==> config.mk <==
export PLATFORM = sky130hd
export DESIGN_NAME = epa_event_arbiter
export DESIGN_NICKNAME = d
export VERILOG_FILES = /design/src/rtl/epa_pkg.sv /design/src/rtl/epa_age_matrix.sv /design/src/rtl/epa_rank_select.sv /design/src/rtl/epa_event_arbiter.sv
export VERILOG_INCLUDE_DIRS = /design/src /design/src/rtl
export SDC_FILE = /design/constraint.sdc
export NUM_CORES = 1
export LEC_CHECK = 0
export BUFFER_PORTS_ARGS = -buffer_cell sky130_fd_sc_hd__clkbuf_2
export CORE_UTILIZATION = 61
export CTS_BUF_LIST = sky130_fd_sc_hd__clkbuf_8 sky130_fd_sc_hd__clkbuf_16
export CTS_CLUSTER_DIAMETER = 200
export DETAILED_ROUTE_END_ITERATION = 10
export PLACE_DENSITY = 0.88
export SLEW_MARGIN = 15
export SYNTH_ARGS = -nofsm -noshare
export SYNTH_HDL_FRONTEND = slang
export SYNTH_SLANG_ARGS = --single-unit
==> constraint.sdc <==
create_clock -name sys_clk -period 8.1 [get_ports sys_clk]
set_clock_uncertainty 0.05 [all_clocks]
set_input_delay 0 -clock sys_clk [delete_from_list [all_inputs] [get_ports sys_clk]]
set_output_delay 0 -clock sys_clk [all_outputs]
set_load 0.1 [all_outputs]
==> src/rtl/epa_event_regs.svh <==
// Event numbers, priority groups and rank table entries of the event arbiter
`ifndef EPA_EVENT_REGS_SVH
`define EPA_EVENT_REGS_SVH

// Event count and width of an event number
`define EPA_NUM_EVENTS   34
`define EPA_EVENT_W      6
`define EPA_EDGE_LINES   4
`define EPA_TIE_CLASS_N  3

// Priority group codes, lower wins
`define EPA_GRP_COMM     2'h0
`define EPA_GRP_DISC     2'h1
`define EPA_GRP_TIME     2'h2

// Event numbers by source
`define EPA_EV_LINE_RISE0    0
`define EPA_EV_LINE_FALL0    1
`define EPA_EV_SP0_RXCHAR    8
`define EPA_EV_SP0_TXDONE    9
`define EPA_EV_PERIODIC0     10
`define EPA_EV_PERIODIC1     11
`define EPA_EV_FC0_MATCH     12
`define EPA_EV_FC1_MATCH     13
`define EPA_EV_FC1_DIR       14
`define EPA_EV_FC1_EXTRST    15
`define EPA_EV_FC2_MATCH     16
`define EPA_EV_FC2_DIR       17
`define EPA_EV_FC2_EXTRST    18
`define EPA_EV_PTO0_DONE     19
`define EPA_EV_PTO1_DONE     20
`define EPA_EV_TMRA_MATCH    21
`define EPA_EV_TMRB_MATCH    22
`define EPA_EV_SP0_RXMSG     23
`define EPA_EV_SP1_RXMSG     24
`define EPA_EV_SP1_RXCHAR    25
`define EPA_EV_SP1_TXDONE    26
`define EPA_EV_FC0_DIR       27
`define EPA_EV_FC0_EXTRST    28
`define EPA_EV_FC4_MATCH     29
`define EPA_EV_FC4_DIR       30
`define EPA_EV_FC4_EXTRST    31
`define EPA_EV_FC3_MATCH     32
`define EPA_EV_FC5_MATCH     33

// In-group levels that are not simply an event offset
`define EPA_LVL_LINE_RISE0   5'h02
`define EPA_LVL_LINE_FALL0   5'h06

`endif

==> src/rtl/epa_pkg.sv <==
// Types and rank table of the event priority arbiter
`include "epa_event_regs.svh"
package epa_pkg;
    typedef logic [`EPA_EVENT_W-1:0] epa_event_t;
    typedef logic [1:0]              epa_group_t;
    typedef logic [4:0]              epa_level_t;
    typedef struct packed {
        epa_group_t grp;
        epa_level_t lvl;
    } epa_rank_t;
    typedef enum logic [0:0] {GS_IDLE, GS_OFFER} epa_gstate_t;

    // Rank of every event, indexed by event number
    localparam epa_rank_t EPA_RANK_TABLE [`EPA_NUM_EVENTS] = '{
        '{`EPA_GRP_DISC, 5'h02}, '{`EPA_GRP_DISC, 5'h06}, '{`EPA_GRP_DISC, 5'h03},
        '{`EPA_GRP_DISC, 5'h07}, '{`EPA_GRP_DISC, 5'h04}, '{`EPA_GRP_DISC, 5'h08},
        '{`EPA_GRP_DISC, 5'h05}, '{`EPA_GRP_DISC, 5'h09}, '{`EPA_GRP_COMM, 5'h00},
        '{`EPA_GRP_COMM, 5'h00}, '{`EPA_GRP_TIME, 5'h00}, '{`EPA_GRP_TIME, 5'h01},
        '{`EPA_GRP_DISC, 5'h0A}, '{`EPA_GRP_DISC, 5'h0D}, '{`EPA_GRP_DISC, 5'h0E},
        '{`EPA_GRP_DISC, 5'h0F}, '{`EPA_GRP_DISC, 5'h10}, '{`EPA_GRP_DISC, 5'h11},
        '{`EPA_GRP_DISC, 5'h12}, '{`EPA_GRP_DISC, 5'h00}, '{`EPA_GRP_DISC, 5'h01},
        '{`EPA_GRP_TIME, 5'h02}, '{`EPA_GRP_TIME, 5'h03}, '{`EPA_GRP_COMM, 5'h00},
        '{`EPA_GRP_COMM, 5'h01}, '{`EPA_GRP_COMM, 5'h01}, '{`EPA_GRP_COMM, 5'h01},
        '{`EPA_GRP_DISC, 5'h0B}, '{`EPA_GRP_DISC, 5'h0C}, '{`EPA_GRP_DISC, 5'h14},
        '{`EPA_GRP_DISC, 5'h15}, '{`EPA_GRP_DISC, 5'h16}, '{`EPA_GRP_DISC, 5'h13},
        '{`EPA_GRP_DISC, 5'h17}
    };
endpackage

==> src/rtl/epa_age_matrix.sv <==
// Arrival-order tracker for events that share one rank
`timescale 1ns/1ps
module epa_age_matrix
    import epa_pkg::*;
#(
    parameter int N = `EPA_TIE_CLASS_N
) (
    // Clock and reset
    input  wire logic         sys_clk,
    input  wire logic         rst_n,
    // Pending state and fresh arrivals
    input  wire logic [N-1:0] pendFlags,
    input  wire logic [N-1:0] newArrival,
    // Oldest pending member, one-hot
    output logic      [N-1:0] headFlags
);
    // olderReg[i][j] set means member i arrived before member j
    logic [N-1:0] olderReg [N];

    // A fresh arrival becomes the youngest; same-cycle ties go to the lower index
    always_ff @(posedge sys_clk or negedge rst_n) begin
        if (!rst_n) begin
            for (int i = 0; i < N; i++) begin
                olderReg[i] <= '0;
            end
        end else begin
            for (int i = 0; i < N; i++) begin
                for (int j = 0; j < N; j++) begin
                    if (i != j) begin
                        if (newArrival[i] && newArrival[j]) begin
                            olderReg[i][j] <= (i < j);
                        end else if (newArrival[i]) begin
                            olderReg[i][j] <= 1'b0;
                        end else if (newArrival[j]) begin
                            olderReg[i][j] <= 1'b1;
                        end
                    end
                end
            end
        end
    end

    // Stale bits of idle members are harmless, pendFlags masks them
    always_comb begin
        headFlags = '0;
        for (int i = 0; i < N; i++) begin
            headFlags[i] = pendFlags[i];
            for (int j = 0; j < N; j++) begin
                if (j != i && pendFlags[j] && olderReg[j][i]) begin
                    headFlags[i] = 1'b0;
                end
            end
        end
    end
endmodule

==> src/rtl/epa_rank_select.sv <==
// Combinational pick of the best-ranked eligible event
`timescale 1ns/1ps
module epa_rank_select
    import epa_pkg::*;
(
    // Candidates by event number
    input  wire logic [`EPA_NUM_EVENTS-1:0] eligible,
    // Winner
    output logic                            selFound,
    output epa_event_t                      selEvent,
    output epa_rank_t                       selRank
);
    // Strict compare keeps the lowest event number on an equal rank
    always_comb begin
        selFound = 1'b0;
        selEvent = '0;
        selRank  = '0;
        for (int i = 0; i < `EPA_NUM_EVENTS; i++) begin
            if (eligible[i] && (!selFound || EPA_RANK_TABLE[i] < selRank)) begin
                selFound = 1'b1;
                selEvent = epa_event_t'(i);
                selRank  = EPA_RANK_TABLE[i];
            end
        end
    end
endmodule

==> src/rtl/epa_event_arbiter.sv <==
// Top of the fixed-priority event arbiter: latches, ordering and grant
//
// Functional notes
// Communications beat discrete, discrete beat time-based
// First serial port events 8, 9, 23, level 0
// Second serial port events 24, 25, 26, level 1
// Pulse train done: events 19, 20, levels 0, 1
// Input edges: rise 0,2,4,6 and fall 1,3,5,7
// Counter 0: events 12, 27, 28, levels 10-12
// Counters 1, 2: events 13-18, levels 13-18
// Counter 3 match only: event 32, level 19
// Counter 4: events 29-31, levels 20-22
// Counter 5 match only: event 33, level 23
// Periodic 10, 11; timer A match 21
// Timer B match: event 22, time level 3
// Pending latch per event, cleared on taken grant
// Equal-rank events served in arrival order
`timescale 1ns/1ps
module epa_event_arbiter
    import epa_pkg::*;
(
    // Clock and reset
    input  wire logic                        sys_clk,
    input  wire logic                        rst_n,
    // Serial port 0: receive char, transmit done, receive message
    input  wire logic                        sp0RxChar,
    input  wire logic                        sp0TxDone,
    input  wire logic                        sp0RxMsg,
    // Serial port 1: receive message, receive char, transmit done
    input  wire logic                        sp1RxMsg,
    input  wire logic                        sp1RxChar,
    input  wire logic                        sp1TxDone,
    // Pulse train output channels done
    input  wire logic [1:0]                  pulseTrainDone,
    // Input lines 0 to 3, levels
    input  wire logic [`EPA_EDGE_LINES-1:0]  inputLine,
    // Fast counters: count match, direction change, external reset
    input  wire logic [2:0]                  fastCounter0Evt,
    input  wire logic [2:0]                  fastCounter1Evt,
    input  wire logic [2:0]                  fastCounter2Evt,
    input  wire logic                        fastCounter3Match,
    input  wire logic [2:0]                  fastCounter4Evt,
    input  wire logic                        fastCounter5Match,
    // Periodic ticks and delay timer matches
    input  wire logic [1:0]                  periodicTick,
    input  wire logic                        delayTimerAMatch,
    input  wire logic                        delayTimerBMatch,
    // Processor side
    input  wire logic                        serviceEnable,
    input  wire logic                        grantTake,
    output logic                             grantValid,
    output epa_event_t                       grantEvent,
    output epa_group_t                       grantGroup,
    output epa_level_t                       grantLevel,
    // Status
    output logic [`EPA_NUM_EVENTS-1:0]       pendingFlags,
    output logic                             lostEvent,
    output epa_event_t                       lostEventNum
);

    // Lowest set bit of an event vector
    function automatic epa_event_t firstSet(input logic [`EPA_NUM_EVENTS-1:0] vec);
        epa_event_t idx;
        idx = '0;
        for (int i = `EPA_NUM_EVENTS - 1; i >= 0; i--) begin
            if (vec[i]) begin
                idx = epa_event_t'(i);
            end
        end
        return idx;
    endfunction

    // Edge detection state
    logic [`EPA_EDGE_LINES-1:0]  lineDelay_reg;
    logic                        linePrimed_reg;
    logic [`EPA_EDGE_LINES-1:0]  lineRise;
    logic [`EPA_EDGE_LINES-1:0]  lineFall;

    // Event and latch state
    logic [`EPA_NUM_EVENTS-1:0]  evtArrive;
    logic [`EPA_NUM_EVENTS-1:0]  pending_reg;
    logic [`EPA_NUM_EVENTS-1:0]  clearVec;
    logic [`EPA_NUM_EVENTS-1:0]  freshVec;
    logic [`EPA_NUM_EVENTS-1:0]  lostVec;
    logic [`EPA_NUM_EVENTS-1:0]  eligible;

    // Equal-rank classes of the two serial ports
    logic [`EPA_TIE_CLASS_N-1:0] sp0Pend;
    logic [`EPA_TIE_CLASS_N-1:0] sp0Fresh;
    logic [`EPA_TIE_CLASS_N-1:0] sp0Head;
    logic [`EPA_TIE_CLASS_N-1:0] sp1Pend;
    logic [`EPA_TIE_CLASS_N-1:0] sp1Fresh;
    logic [`EPA_TIE_CLASS_N-1:0] sp1Head;

    // Selection and grant state
    logic                        selFound;
    epa_event_t                  selEvent;
    epa_rank_t                   selRank;
    logic                        takeOk;
    logic                        offerOk;
    epa_gstate_t                 gstate_reg;
    epa_gstate_t                 gstate_next;
    logic                        grantValid_reg;
    epa_event_t                  grantEvent_reg;
    epa_group_t                  grantGroup_reg;
    epa_level_t                  grantLevel_reg;
    logic                        lostEvent_reg;
    epa_event_t                  lostEventNum_reg;

    // Priming avoids a false rising edge for a line already high at release
    always_ff @(posedge sys_clk or negedge rst_n) begin
        if (!rst_n) begin
            lineDelay_reg  <= '0;
            linePrimed_reg <= 1'b0;
        end else begin
            lineDelay_reg  <= inputLine;
            linePrimed_reg <= 1'b1;
        end
    end

    // Edge pulses of the input lines
    assign lineRise = linePrimed_reg ? (inputLine & ~lineDelay_reg) : '0;
    assign lineFall = linePrimed_reg ? (~inputLine & lineDelay_reg) : '0;

    // Sources placed at their event numbers
    always_comb begin
        evtArrive = '0;
        evtArrive[`EPA_EV_SP0_RXCHAR]  = sp0RxChar;
        evtArrive[`EPA_EV_SP0_TXDONE]  = sp0TxDone;
        evtArrive[`EPA_EV_SP0_RXMSG]   = sp0RxMsg;
        evtArrive[`EPA_EV_SP1_RXMSG]   = sp1RxMsg;
        evtArrive[`EPA_EV_SP1_RXCHAR]  = sp1RxChar;
        evtArrive[`EPA_EV_SP1_TXDONE]  = sp1TxDone;
        evtArrive[`EPA_EV_PTO0_DONE]   = pulseTrainDone[0];
        evtArrive[`EPA_EV_PTO1_DONE]   = pulseTrainDone[1];
        // Rising edges on even numbers, falling on odd
        for (int k = 0; k < `EPA_EDGE_LINES; k++) begin
            evtArrive[`EPA_EV_LINE_RISE0 + 2 * k] = lineRise[k];
            evtArrive[`EPA_EV_LINE_FALL0 + 2 * k] = lineFall[k];
        end
        evtArrive[`EPA_EV_FC0_MATCH]   = fastCounter0Evt[0];
        evtArrive[`EPA_EV_FC0_DIR]     = fastCounter0Evt[1];
        evtArrive[`EPA_EV_FC0_EXTRST]  = fastCounter0Evt[2];
        evtArrive[`EPA_EV_FC1_MATCH]   = fastCounter1Evt[0];
        evtArrive[`EPA_EV_FC1_DIR]     = fastCounter1Evt[1];
        evtArrive[`EPA_EV_FC1_EXTRST]  = fastCounter1Evt[2];
        evtArrive[`EPA_EV_FC2_MATCH]   = fastCounter2Evt[0];
        evtArrive[`EPA_EV_FC2_DIR]     = fastCounter2Evt[1];
        evtArrive[`EPA_EV_FC2_EXTRST]  = fastCounter2Evt[2];
        evtArrive[`EPA_EV_FC3_MATCH]   = fastCounter3Match;
        evtArrive[`EPA_EV_FC4_MATCH]   = fastCounter4Evt[0];
        evtArrive[`EPA_EV_FC4_DIR]     = fastCounter4Evt[1];
        evtArrive[`EPA_EV_FC4_EXTRST]  = fastCounter4Evt[2];
        evtArrive[`EPA_EV_FC5_MATCH]   = fastCounter5Match;
        evtArrive[`EPA_EV_PERIODIC0]   = periodicTick[0];
        evtArrive[`EPA_EV_PERIODIC1]   = periodicTick[1];
        evtArrive[`EPA_EV_TMRA_MATCH]  = delayTimerAMatch;
        evtArrive[`EPA_EV_TMRB_MATCH]  = delayTimerBMatch;
    end

    // A take is honoured only while an offer stands
    assign takeOk = grantTake && grantValid_reg;

    // One-hot clear of the granted latch
    always_comb begin
        clearVec = '0;
        if (takeOk) begin
            clearVec[grantEvent_reg] = 1'b1;
        end
    end

    // Fresh means newly pending; a repeat while pending is merged and reported
    assign freshVec = evtArrive & (~pending_reg | clearVec);
    assign lostVec  = evtArrive & pending_reg & ~clearVec;

    // Set wins over clear so an arrival on the take cycle stays pending
    always_ff @(posedge sys_clk or negedge rst_n) begin
        if (!rst_n) begin
            pending_reg <= '0;
        end else begin
            pending_reg <= (pending_reg & ~clearVec) | evtArrive;
        end
    end

    // Lost-event report, one cycle per cycle of merged repeats, lowest event number kept
    always_ff @(posedge sys_clk or negedge rst_n) begin
        if (!rst_n) begin
            lostEvent_reg    <= 1'b0;
            lostEventNum_reg <= '0;
        end else begin
            lostEvent_reg <= |lostVec;
            if (|lostVec) begin
                lostEventNum_reg <= firstSet(lostVec);
            end
        end
    end

    // Gather the two serial port classes
    assign sp0Pend  = {pending_reg[`EPA_EV_SP0_RXMSG],
                       pending_reg[`EPA_EV_SP0_TXDONE],
                       pending_reg[`EPA_EV_SP0_RXCHAR]};
    assign sp0Fresh = {freshVec[`EPA_EV_SP0_RXMSG],
                       freshVec[`EPA_EV_SP0_TXDONE],
                       freshVec[`EPA_EV_SP0_RXCHAR]};
    assign sp1Pend  = {pending_reg[`EPA_EV_SP1_TXDONE],
                       pending_reg[`EPA_EV_SP1_RXCHAR],
                       pending_reg[`EPA_EV_SP1_RXMSG]};
    assign sp1Fresh = {freshVec[`EPA_EV_SP1_TXDONE],
                       freshVec[`EPA_EV_SP1_RXCHAR],
                       freshVec[`EPA_EV_SP1_RXMSG]};

    // Arrival order of port 0 events
    epa_age_matrix #(
        .N          (`EPA_TIE_CLASS_N)
    ) u_sp0_age (
        .sys_clk    (sys_clk),
        .rst_n      (rst_n),
        .pendFlags  (sp0Pend),
        .newArrival (sp0Fresh),
        .headFlags  (sp0Head)
    );

    // Arrival order of port 1 events
    epa_age_matrix #(
        .N          (`EPA_TIE_CLASS_N)
    ) u_sp1_age (
        .sys_clk    (sys_clk),
        .rst_n      (rst_n),
        .pendFlags  (sp1Pend),
        .newArrival (sp1Fresh),
        .headFlags  (sp1Head)
    );

    // Only the oldest of an equal-rank class competes
    always_comb begin
        eligible = pending_reg;
        eligible[`EPA_EV_SP0_RXCHAR] = sp0Head[0];
        eligible[`EPA_EV_SP0_TXDONE] = sp0Head[1];
        eligible[`EPA_EV_SP0_RXMSG]  = sp0Head[2];
        eligible[`EPA_EV_SP1_RXMSG]  = sp1Head[0];
        eligible[`EPA_EV_SP1_RXCHAR] = sp1Head[1];
        eligible[`EPA_EV_SP1_TXDONE] = sp1Head[2];
    end

    // Group first, then in-group level, from the rank table
    epa_rank_select u_select (
        .eligible (eligible),
        .selFound (selFound),
        .selEvent (selEvent),
        .selRank  (selRank)
    );

    // An offer needs a winner and the processor willing to serve
    assign offerOk = selFound && serviceEnable;

    // Grant sequencing; a take always drops the offer for one cycle
    always_comb begin
        gstate_next = gstate_reg;
        unique case (gstate_reg)
            GS_IDLE: begin
                if (offerOk) begin
                    gstate_next = GS_OFFER;
                end
            end
            GS_OFFER: begin
                if (takeOk || !offerOk) begin
                    gstate_next = GS_IDLE;
                end
            end
        endcase
    end

    // State register
    always_ff @(posedge sys_clk or negedge rst_n) begin
        if (!rst_n) begin
            gstate_reg <= GS_IDLE;
        end else begin
            gstate_reg <= gstate_next;
        end
    end

    // Offer registers follow the winner, so a better arrival preempts the offer
    always_ff @(posedge sys_clk or negedge rst_n) begin
        if (!rst_n) begin
            grantValid_reg <= 1'b0;
            grantEvent_reg <= '0;
            grantGroup_reg <= '0;
            grantLevel_reg <= '0;
        end else begin
            grantValid_reg <= (gstate_next == GS_OFFER);
            // The gap cycle lets the cleared latch drop out of the selection
            if (offerOk && !takeOk) begin
                grantEvent_reg <= selEvent;
                grantGroup_reg <= selRank.grp;
                grantLevel_reg <= selRank.lvl;
            end
        end
    end

    // Outputs straight from flip-flops
    assign grantValid   = grantValid_reg;
    assign grantEvent   = grantEvent_reg;
    assign grantGroup   = grantGroup_reg;
    assign grantLevel   = grantLevel_reg;
    assign pendingFlags = pending_reg;
    assign lostEvent    = lostEvent_reg;
    assign lostEventNum = lostEventNum_reg;
endmodule

==> results of run 1 <==
final timing paths:
check / slack, ns / start / depth (start not counted) / endpoint
max in group asynchronous: 7.08 / rst_n / 3 / grantEvent[5]
worst max register to register: 4.43 / pendingFlags[8] / 8 / grantEvent[4]
worst min-delay path: 0.008 / serviceEnable / 3 / grantGroup[1]
worst max-delay path: 4.43 / pendingFlags[8] / 8 / grantEvent[4]
worst min register to register: 0.44 / grantGroup[1] / 2 / grantGroup[1]
min in group asynchronous: 0.34 / rst_n / 3 / u_sp0_age.olderReg[1]
cell usage after synthesis (4+ instances only):
master and n:
a21o_1 9, nand3_1 18, o311ai_0 8, nor4_1 11, nand3b_1 7, inv_1 19
a22oi_1 7, o211ai_1 11, nand2_1 81, nand4_1 12, dfrtp_1 72, or2_2 7
clkbuf_1 21, a21oi_1 30, o31ai_1 6, a41oi_1 6, nor2b_1 5, nand2b_1 24
a31oi_1 8, a22o_1 4, or3_1 7, o21ai_0 51, nor3b_1 4, nor2_1 37
and2_1 5, nor3_1 16, a211oi_1 7, and3_1 4
report_power, final:
group	internal, mW	switching [mW]	total, mW
sequential	0.423	0.0947	0.518
clock	0.206	0.158	0.364
combinational	0.189	0.572	0.762
worst min-delay path: cells and delay by family:
kind / cells / cell delay (ns)
AO/OA/AOI/OAI: 2 / 0.26
buffers and inverters: 1 / 0.11
metrics by stage:
stage / power [mW] / setup WS (ns)
after floorplan: 1.058 / 4.638
after global placement: 1.221 / 4.676
after detailed placement: 1.233 / 4.651
after CTS: 1.614 / 4.629
after global routing: 1.697 / 4.249
final: 1.643 / 4.425
timing repair:
| item | 4_1_cts | 5_1_grt |
|---|---|---|
| endpoints found under the hold margin | 120 | 0 |
| hold buffers | 33 | 0 |
| setup buffers | 0 | 0 |
logic make-up (layout without fill, tap and decap cells):
logic type,after synthesis,count (layout),synth area share
AND/OR/NAND/NOR,256,256,0.2882
AO/OA/AOI/OAI,194,194,0.2890
flip-flops,72,72,0.3822
buffers and inverters,44,158,0.03981
other,1,1,0.0007954
layer usage:
layer | global-route usage | vias up
li1 | - | 2367
met1 | 0.5514 | 2568
met2 | 0.6532 | 479
met3 | 0.07699 | 105
met4 | 0.2137 | 0
met5 | 0 | -
final cells by class:
type,count,share of cell area
Multi-Input combinational cell,451,0.4742
Inverter,20,0.01306
Clock buffer,9,0.02155
Timing Repair Buffer,122,0.1354
Clock inverter,7,0.02068
Tap cell,99,0.02155
Sequential cell,72,0.3135
==> results.json, run 1 <==
{
  "p_leak_nw": 2.362,
  "num_rows": 31,
  "seqCellArea_um2": 1802,
  "cts_buffers": 9,
  "design.die.area_um2": 8085,
  "ys_async_sr_fraction": 1.000,
  "start_util": 0.6397,
  "drt_iter0_markers": 842,
  "drc_errors": 0,
  "top_layer": "met4",
  "rsz0062_at_grt": "false",
  "final_common_cell": "clkbuf_2",
  "clock_latency_ns": 0.36,
  "drt_wl_total_mm": 16.66,
  "cp_slowest_cell": "a32oi_1",
  "cts_sinks": 72,
  "ys_seq_elements": 72,
  "hold_viol": 0,
  "timing.setup.tns_ns": 0,
  "die_w_um": 89.92,
  "multi_input_area_um2": 2725,
  "io_pins": 89,
  "largest_reg_flops": 34,
  "crit_buf_inv": 0,
  "hold_path.class": "in2reg",
  "netlist_area_um2": 4715,
  "area_growth_pct": 21.89,
  "startpoint_type": "flop",
  "gp_congestion": 0.9910,
  "fin_util": 0.7798,
  "placedCellCount": 731,
  "hpwl_mm": 11.53,
  "root_buffer": "clkbuf_8",
  "fin_cells": 780,
  "core_area_um2": 7370,
  "yosysUniqueCellTypes": 76,
  "fillers": 532,
  "synth-main-ff-cell": "dfrtp_1",
  "synth-edff-count": 0,
  "yosys_warnings": 0,
  "synth_area_leaders": "dfrtp_1 38%, nand2_1 6.4%, o21ai_0 5.4%, a21oi_1 3.2%, nand2b_1 3.2%",
  "worst_pin_slew_ns": 1.141,
  "drv_cap": 0,
  "diodes": 0,
  "peakVddDrop_mv": 0.1578,
  "whs_ns": 0.007899,
  "final_cell_area_um2": 5747,
  "vias": 5519,
  "power.density_nw_per_um2": 285.9,
  "cp-end-kind": "flop",
  "ant_nets": 0,
  "cts_tree": "built",
  "grt_overflow": 0,
  "yosysTopAreaCell": "dfrtp_1",
  "dr_wl_met2_mm": 7.602,
  "layout-drive-gt1-share": 0.1865,
  "yosysSeqAreaShare": 0.3822,
  "ctsResizeCount": 0,
  "cp_cell_sequence": "a22oi_1, a32oi_1, nand3_1, o21ai_0, o2111ai_1, a211oi_1, nand3_1, a22o_1",
  "post_dp_cell_area_um2": 5174,
  "grt_pass1_vias": 5126,
  "drt_pass1_iterations": 6,
  "clk_pin_slew_ns": 0.08,
  "fmax_ghz": 0.2721,
  "synth_nets": 601,
  "finalSetupViolCount": 0,
  "cp_max_fo": 15,
  "drv_slew": 0,
  "slew_headroom": 0.2394,
  "layout_common_cells": "87 x clkbuf_2, 81 x nand2_1, 72 x dfrtp_1",
  "nets": 710,
  "met1_length_mm": 6.242,
  "path_class": "reg2reg",
  "grt_pass1_wl_mm": 26.61,
  "h-tree-depth": 3,
  "cp.arrival_ns": 3.88,
  "synth_top_cell_area_share": 0.3822,
  "critPathMaxStageDelay_ns": 0.88,
  "synth_cells": 567,
  "post-route-period-util": 0.4537,
  "fp.dieH_um": 89.92,
  "period_minus_slack_ns": 3.675,
  "postSynthAreaPerCell_um2": 8.315,
  "wl_per_cell_um": 21.36,
  "wl_met3_mm": 1.961,
  "port_buffers": 88,
  "outcome": "finished, final reports clean",
  "grt_max_degree": 73,
  "critPathMostFrequentCell": "nand3_1",
  "grt_usage": 0.4158,
  "grt_antenna_before_repair": 0,
  "cp.required_ns": 8.30,
  "crit_family": "compound AO/OA/AOI/OAI gates",
  "ctsLongestPathBuffers": 2,
  "avgViaCountPerCell": 7.076
}
No activity file was read; power rests on OpenSTA's default activity.
==> run 2, diff against run 1 <==
- ABC_AREA: unset -> 1
- CORE_UTILIZATION: 61 -> 51
- PLACE_DENSITY: 0.88 -> 0.78
- clock period: 8.1 -> 3.23 ns (I/O delays scaled with it)
==> run 2 against run 1 <==
The flow now finishes with violations (negative setup slack); core utilization up 6.7 points; maximum frequency decreased by 21%; sequential cell count stayed put; highest routed layer unchanged.
==> results.json, run 2 <==
{
  "synth_cells": 693,
  "cp.required_ns": 3.48,
  "synth_commonest_cells": "191 x nand2_1, 84 x inv_1, 82 x nor2_1, 72 x dfrtp_1, 60 x nand3_1",
  "fmax_ghz": 0.2142,
  "ant_nets": 0,
  "p_int_mw": 2.731,
  "critPathMaxStageDelay_ns": 0.50,
  "outcome": "finished with violations",
  "peakVddDrop_mv": 0.5087,
  "hold_path.class": "in2reg",
  "cp-end-kind": "flop",
  "postSynthAreaPerCell_um2": 6.877,
  "cts_sinks": 72,
  "yosys_warnings": 0,
  "root_buffer": "clkbuf_8",
  "synth_most_common_cell": "nand2_1",
  "ctsLongestPathBuffers": 2,
  "io_pins": 89,
  "drv_slew": 0,
  "p_seq_frac": 0.219,
  "critPathMostFrequentCell": "nand2_1",
  "avgViaCountPerCell": 5.962,
  "port_buffers": 88,
  "cp_slowest_cell": "dfrtp_4",
  "power.density_nw_per_um2": 767.3,
  "p_sw_frac": 0.5271,
  "worst_slack_ns": -1.438,
  "layout-drive-gt1-share": 0.4097,
  "fillers": 503,
  "drt_pass1_iterations": 8,
  "switching_power_mw": 3.043,
  "start_util": 0.5360,
  "h-tree-depth": 3,
  "synth_top_cell_area_share": 0.3781,
  "hold_viol": 0,
  "synth-edff-count": 0,
  "grt_pass1_wl_mm": 28.32,
  "synth_area_leaders": "dfrtp_1 38%, nand2_1 15%, inv_1 6.6%, nor2_1 6.5%, nand3_1 6.3%",
  "final_common_cell": "nand2_1",
  "vias": 6451,
  "synth-main-ff-cell": "dfrtp_1",
  "synth_nets": 727,
  "clock_latency_ns": 0.37,
  "design.die.area_um2": 9736,
  "post-route-period-util": 1.445,
  "rsz0062_at_grt": "true",
  "yosysTopAreaCell": "dfrtp_1",
  "placedCellCount": 1000,
  "die_w_um": 98.67,
  "period_minus_slack_ns": 4.668,
  "violations": "negative setup slack",
  "drv_cap": 0,
  "drc_errors": 0,
  "slew_headroom": 0.6187,
  "p_leak_nw": 3.909,
  "layout_common_cells": "169 x nand2_1, 144 x buf_4, 87 x clkbuf_2",
  "fin_cells": 1082,
  "ys_async_sr_fraction": 1.000,
  "grt_antenna_before_repair": 0,
  "core_area_um2": 8891,
  "path_class": "reg2reg",
  "num_rows": 34,
  "fp.dieH_um": 98.67,
  "gp_congestion": 0.9643,
  "largest_reg_flops": 34,
  "met3_usage": 0.06596,
  "use_met1": 0.4619,
  "worst_pin_slew_ns": 0.5744,
  "netlist_area_um2": 4766,
  "yosysUniqueCellTypes": 43,
  "nets": 1003,
  "total_power_mw": 5.774,
  "grt.busiest_layer": "met2",
  "clk_pin_slew_ns": 0.09,
  "grt_pass1_vias": 6007,
  "ys_seq_elements": 72,
  "finalSetupViolCount": 14,
  "cp.arrival_ns": 4.91,
  "drt_wl_total_mm": 19.96,
  "drt_iter0_markers": 625,
  "cp_max_fo": 10,
  "diodes": 0,
  "grt_overflow": 0,
  "wl_per_cell_um": 18.44,
  "area_growth_pct": 57.89,
  "startpoint_type": "flop",
  "p_clk_frac": 0.144,
  "hpwl_mm": 12.53,
  "grt_max_degree": 31,
  "met2_usage": 0.6311,
  "pwr-share-comb": 0.638,
  "grt_usage": 0.3713,
  "cts_tree": "built",
  "cts_buffers": 9,
  "yosysSeqAreaShare": 0.3781
}
run 2: timing repair:
action / CTS / global route
gates resized for setup: 31 / 79
pin swaps: 8 / 21
cloned: 1 / 0
endpoints found under the setup margin: 14 / 15
hold endpoints to repair: 68 / 0
hold buffers: 31 / 0
setup buffers: 21 / 13
run 2: critical path, delay by kind of cell, from the launching register on:
kind | cells | cell delay (ns)
DFF | 1 | 0.50
and+or+nand+nor | 27 | 2.98
buffers and inverters | 3 | 0.36
AOI/OAI and AO/OA | 3 | 0.71
run 2: through the flow:
step / TNS (ns) / area [um2] / utilization / setup WS, ns / hold slack (ns)
detailed placement: -11.61 / 6269 / 0.7050 / -0.8936 / -0.07076
floorplan: -12.21 / 4841 / - / -0.9333 / -0.3456
finish: -17.62 / 7525 / 0.8463 / -1.438 / 0.03685
CTS: -11.14 / 7102 / 0.7988 / -0.8338 / 0.03410
global route: -19.87 / 7525 / 0.8463 / -1.529 / 0.04260
global placement: -9.669 / 6269 / 0.7050 / -0.7808 / -0.08553
run 2: power groups by stage:
| stage | Clock [mW] | Combinational (mW) | Sequential (mW) |
|---|---|---|---|
| 4_1_cts | 0.825 | 3.20 | 1.24 |
| 5_1_grt | 0.863 | 3.88 | 1.28 |
| 2_1_floorplan | 0 | 1.35 | 1.88 |
| 3_3_place_gp | 0 | 2.95 | 1.24 |
| 3_5_place_dp | 0 | 3.00 | 1.25 |
| 6_report | 0.829 | 3.68 | 1.26 |
run 2: path summary, 6_finish.rpt:
kind	to	slack, ns	from	depth (start not counted)
min in group asynchronous	lineDelay_reg[3]	0.07	rst_n	2
worst min-delay path	grantEvent[2]	0.04	serviceEnable	5
worst max-delay path	grantEvent[4]	-1.44	pendingFlags[8]	33
max in group asynchronous	grantValid	2.22	rst_n	3
worst max register to register	grantEvent[4]	-1.44	pendingFlags[8]	33
worst min register to register	u_sp1_age.olderReg[7]	0.43	u_sp1_age.olderReg[7]	2
run 2: cell families after synthesis:
family	after synthesis	share of synthesized area
other	1	0.0007869
AND/OR/NAND/NOR	430	0.4169
flip-flops	72	0.3781
buffers and inverters	97	0.07929
AO/OA/AOI/OAI	93	0.1250
run 2: per-layer routing:
layer	wire (um)	part of all wire	vias to the layer above
met2	9492	0.48	471
met4	1195	0.060	0
met1	7292	0.37	3013
met3	1975	0.099	134
li1	-	-	2833
met5	0	0	-
run 2: cell type report:
class,instances,area [um2],share of cell area
clock buffers,9,123.9,0.01646
clock inverters,7,97.59,0.01297
inverters,90,350.3,0.04656
multi-input cells,525,3032,0.4029
flip-flops and latches,72,1843,0.2449
well taps,108,135.1,0.01796
repair buffers,271,1943,0.2582
==> run 3, diff against run 2 <==
- CORE_MARGIN: unset -> 5
==> run 3 against run 2 <==
The flow still finishes with violations (negative setup slack); clock power fell by 3.1%; non-clock buffer count fell by 8; sequential cell count did not move; register-to-register slack improved by 0.42 ns; critical path type unchanged; highest routed layer unchanged.
==> results.json, run 3 (synthesis results as in run 2) <==
{
  "drt_pass1_iterations": 6,
  "final_common_cell": "nand2_1",
  "wl_per_cell_um": 16.61,
  "violations": "negative setup slack",
  "grt_overflow": 0,
  "cp-end-kind": "flop",
  "rsz0062_at_grt": "true",
  "peakVddDrop_mv": 0.5314,
  "clk_pin_slew_ns": 0.08,
  "nets": 996,
  "worst_pin_slew_ns": 0.7579,
  "layout_common_cells": "173 x nand2_1, 142 x buf_4, 87 x clkbuf_2",
  "core_area_um2": 9196,
  "timing.setup.tns_ns": -12.88,
  "drv_slew": 0,
  "post-route-period-util": 1.314,
  "clock_latency_ns": 0.36,
  "fmax_ghz": 0.2356,
  "multi_input_area_um2": 2939,
  "gp_congestion": 0.9439,
  "hold_path.class": "in2reg",
  "hpwl_mm": 12.64,
  "drv_cap": 0,
  "cp.arrival_ns": 4.48,
  "period_minus_slack_ns": 4.244,
  "drc_errors": 0,
  "critPathMaxStageDelay_ns": 0.50,
  "total_power_mw": 5.696,
  "layout-drive-gt1-share": 0.3940,
  "cts_buffers": 9,
  "finalSetupViolCount": 14,
  "final_cell_area_um2": 7317,
  "io_pins": 89,
  "area_growth_pct": 53.53,
  "vias": 6035,
  "cp.required_ns": 3.46,
  "die_w_um": 106.7,
  "outcome": "finished with violations",
  "avgViaCountPerCell": 5.598,
  "power.density_nw_per_um2": 778.4,
  "cp_slowest_cell": "dfrtp_4",
  "p_leak_nw": 3.818,
  "worst_slack_ns": -1.014,
  "drt_wl_total_mm": 17.90,
  "startpoint_type": "flop",
  "fp.dieH_um": 106.7,
  "grt_max_degree": 35,
  "whs_ns": 0.01030,
  "drt_iter0_markers": 532,
  "grt_pass1_wl_mm": 27.04,
  "largest_reg_flops": 34,
  "diodes": 0,
  "ctsLongestPathBuffers": 2,
  "grt_antenna_before_repair": 0,
  "h-tree-depth": 3,
  "slew_headroom": 0.4947,
  "seqCellArea_um2": 1843,
  "path_class": "reg2reg",
  "cts_tree": "built",
  "start_util": 0.5182,
  "hold_viol": 0,
  "root_buffer": "clkbuf_8",
  "num_rows": 35,
  "port_buffers": 88,
  "ant_nets": 0,
  "post_dp_cell_area_um2": 6290,
  "fillers": 640,
  "grt_pass1_vias": 5734,
  "grt_usage": 0.2954,
  "design.die.area_um2": 11380,
  "cts_sinks": 72,
  "cp_max_fo": 8
}
## run 3: cell types whose count changed in the layout (fill, tap and decap cells not counted), sizes merged
cell	delta
inv	+1
clkinvlp	-1
buf	-8
nand2	+1
## run 3: final timing paths
kind                                  from          endpoint  slack (ns)  cells after the start
setup reg to reg           pendingFlags[1]     grantEvent[1]       -1.01                     33
hold reg to reg              grantLevel[1]     grantLevel[1]        0.42                      2
setup / recovery           pendingFlags[1]     grantEvent[1]       -1.01                     33
max in group asynchronous            rst_n        grantValid        2.10                      3
min in group asynchronous            rst_n  lineDelay_reg[1]        0.19                      2
hold / removal               serviceEnable     grantLevel[2]        0.01                      5
## run 3: layout make-up
| cell class | count | area share |
|---|---|---|
| Clock buffer | 9 | 0.01693 |
| Clock inverter | 7 | 0.01231 |
| Inverter | 90 | 0.04685 |
| Multi-Input combinational cell | 526 | 0.4017 |
| Sequential cell | 72 | 0.2519 |
| Tap cell | 111 | 0.01898 |
| Timing Repair Buffer | 263 | 0.2514 |
## run 3: metrics by stage
stage | cells | worst slack (ns) | util
finish | 1078 | -1.014 | 0.7956
global route | 1078 | -1.306 | 0.7956
CTS | 1065 | -0.8497 | 0.7610
detailed placement | 1007 | -0.9463 | 0.6839
global placement | 1007 | -0.7531 | 0.6839
floorplan | 693 | -0.9333 | -
## run 3: power by group
group	leakage, nW	switching, mW	total (mW)	internal (mW)
Clock	0.116	0.372	0.803	0.431
Sequential	0.767	0.178	1.26	1.08
Combinational	2.94	2.37	3.63	1.27
Total	3.82	2.92	5.70	2.78
## run 3: timing repair
item	CTS	global route
cloned	2	0
buffers inserted	9	13
setup endpoints to repair	14	15
hold endpoints to repair	80	0
gates resized for setup	21	61
pin swaps	18	23
hold buffers	31	0
## run 3: worst max-delay path, delay by kind of cell, from the launching register on
| family | cells | cell delay (ns) |
|---|---|---|
| simple gates | 28 | 2.84 |
| compound gates | 4 | 0.69 |
| flops | 1 | 0.50 |
| buf+inv | 1 | 0.10 |
## run 3: metal layers
layer  up-vias  track usage  wire length (um)
li1       2814            -                 -
met1      2831       0.3787              6937
met2       305       0.4955              8682
met3        85      0.05178              1401
met4         0       0.1178               883
met5         -            0                 0
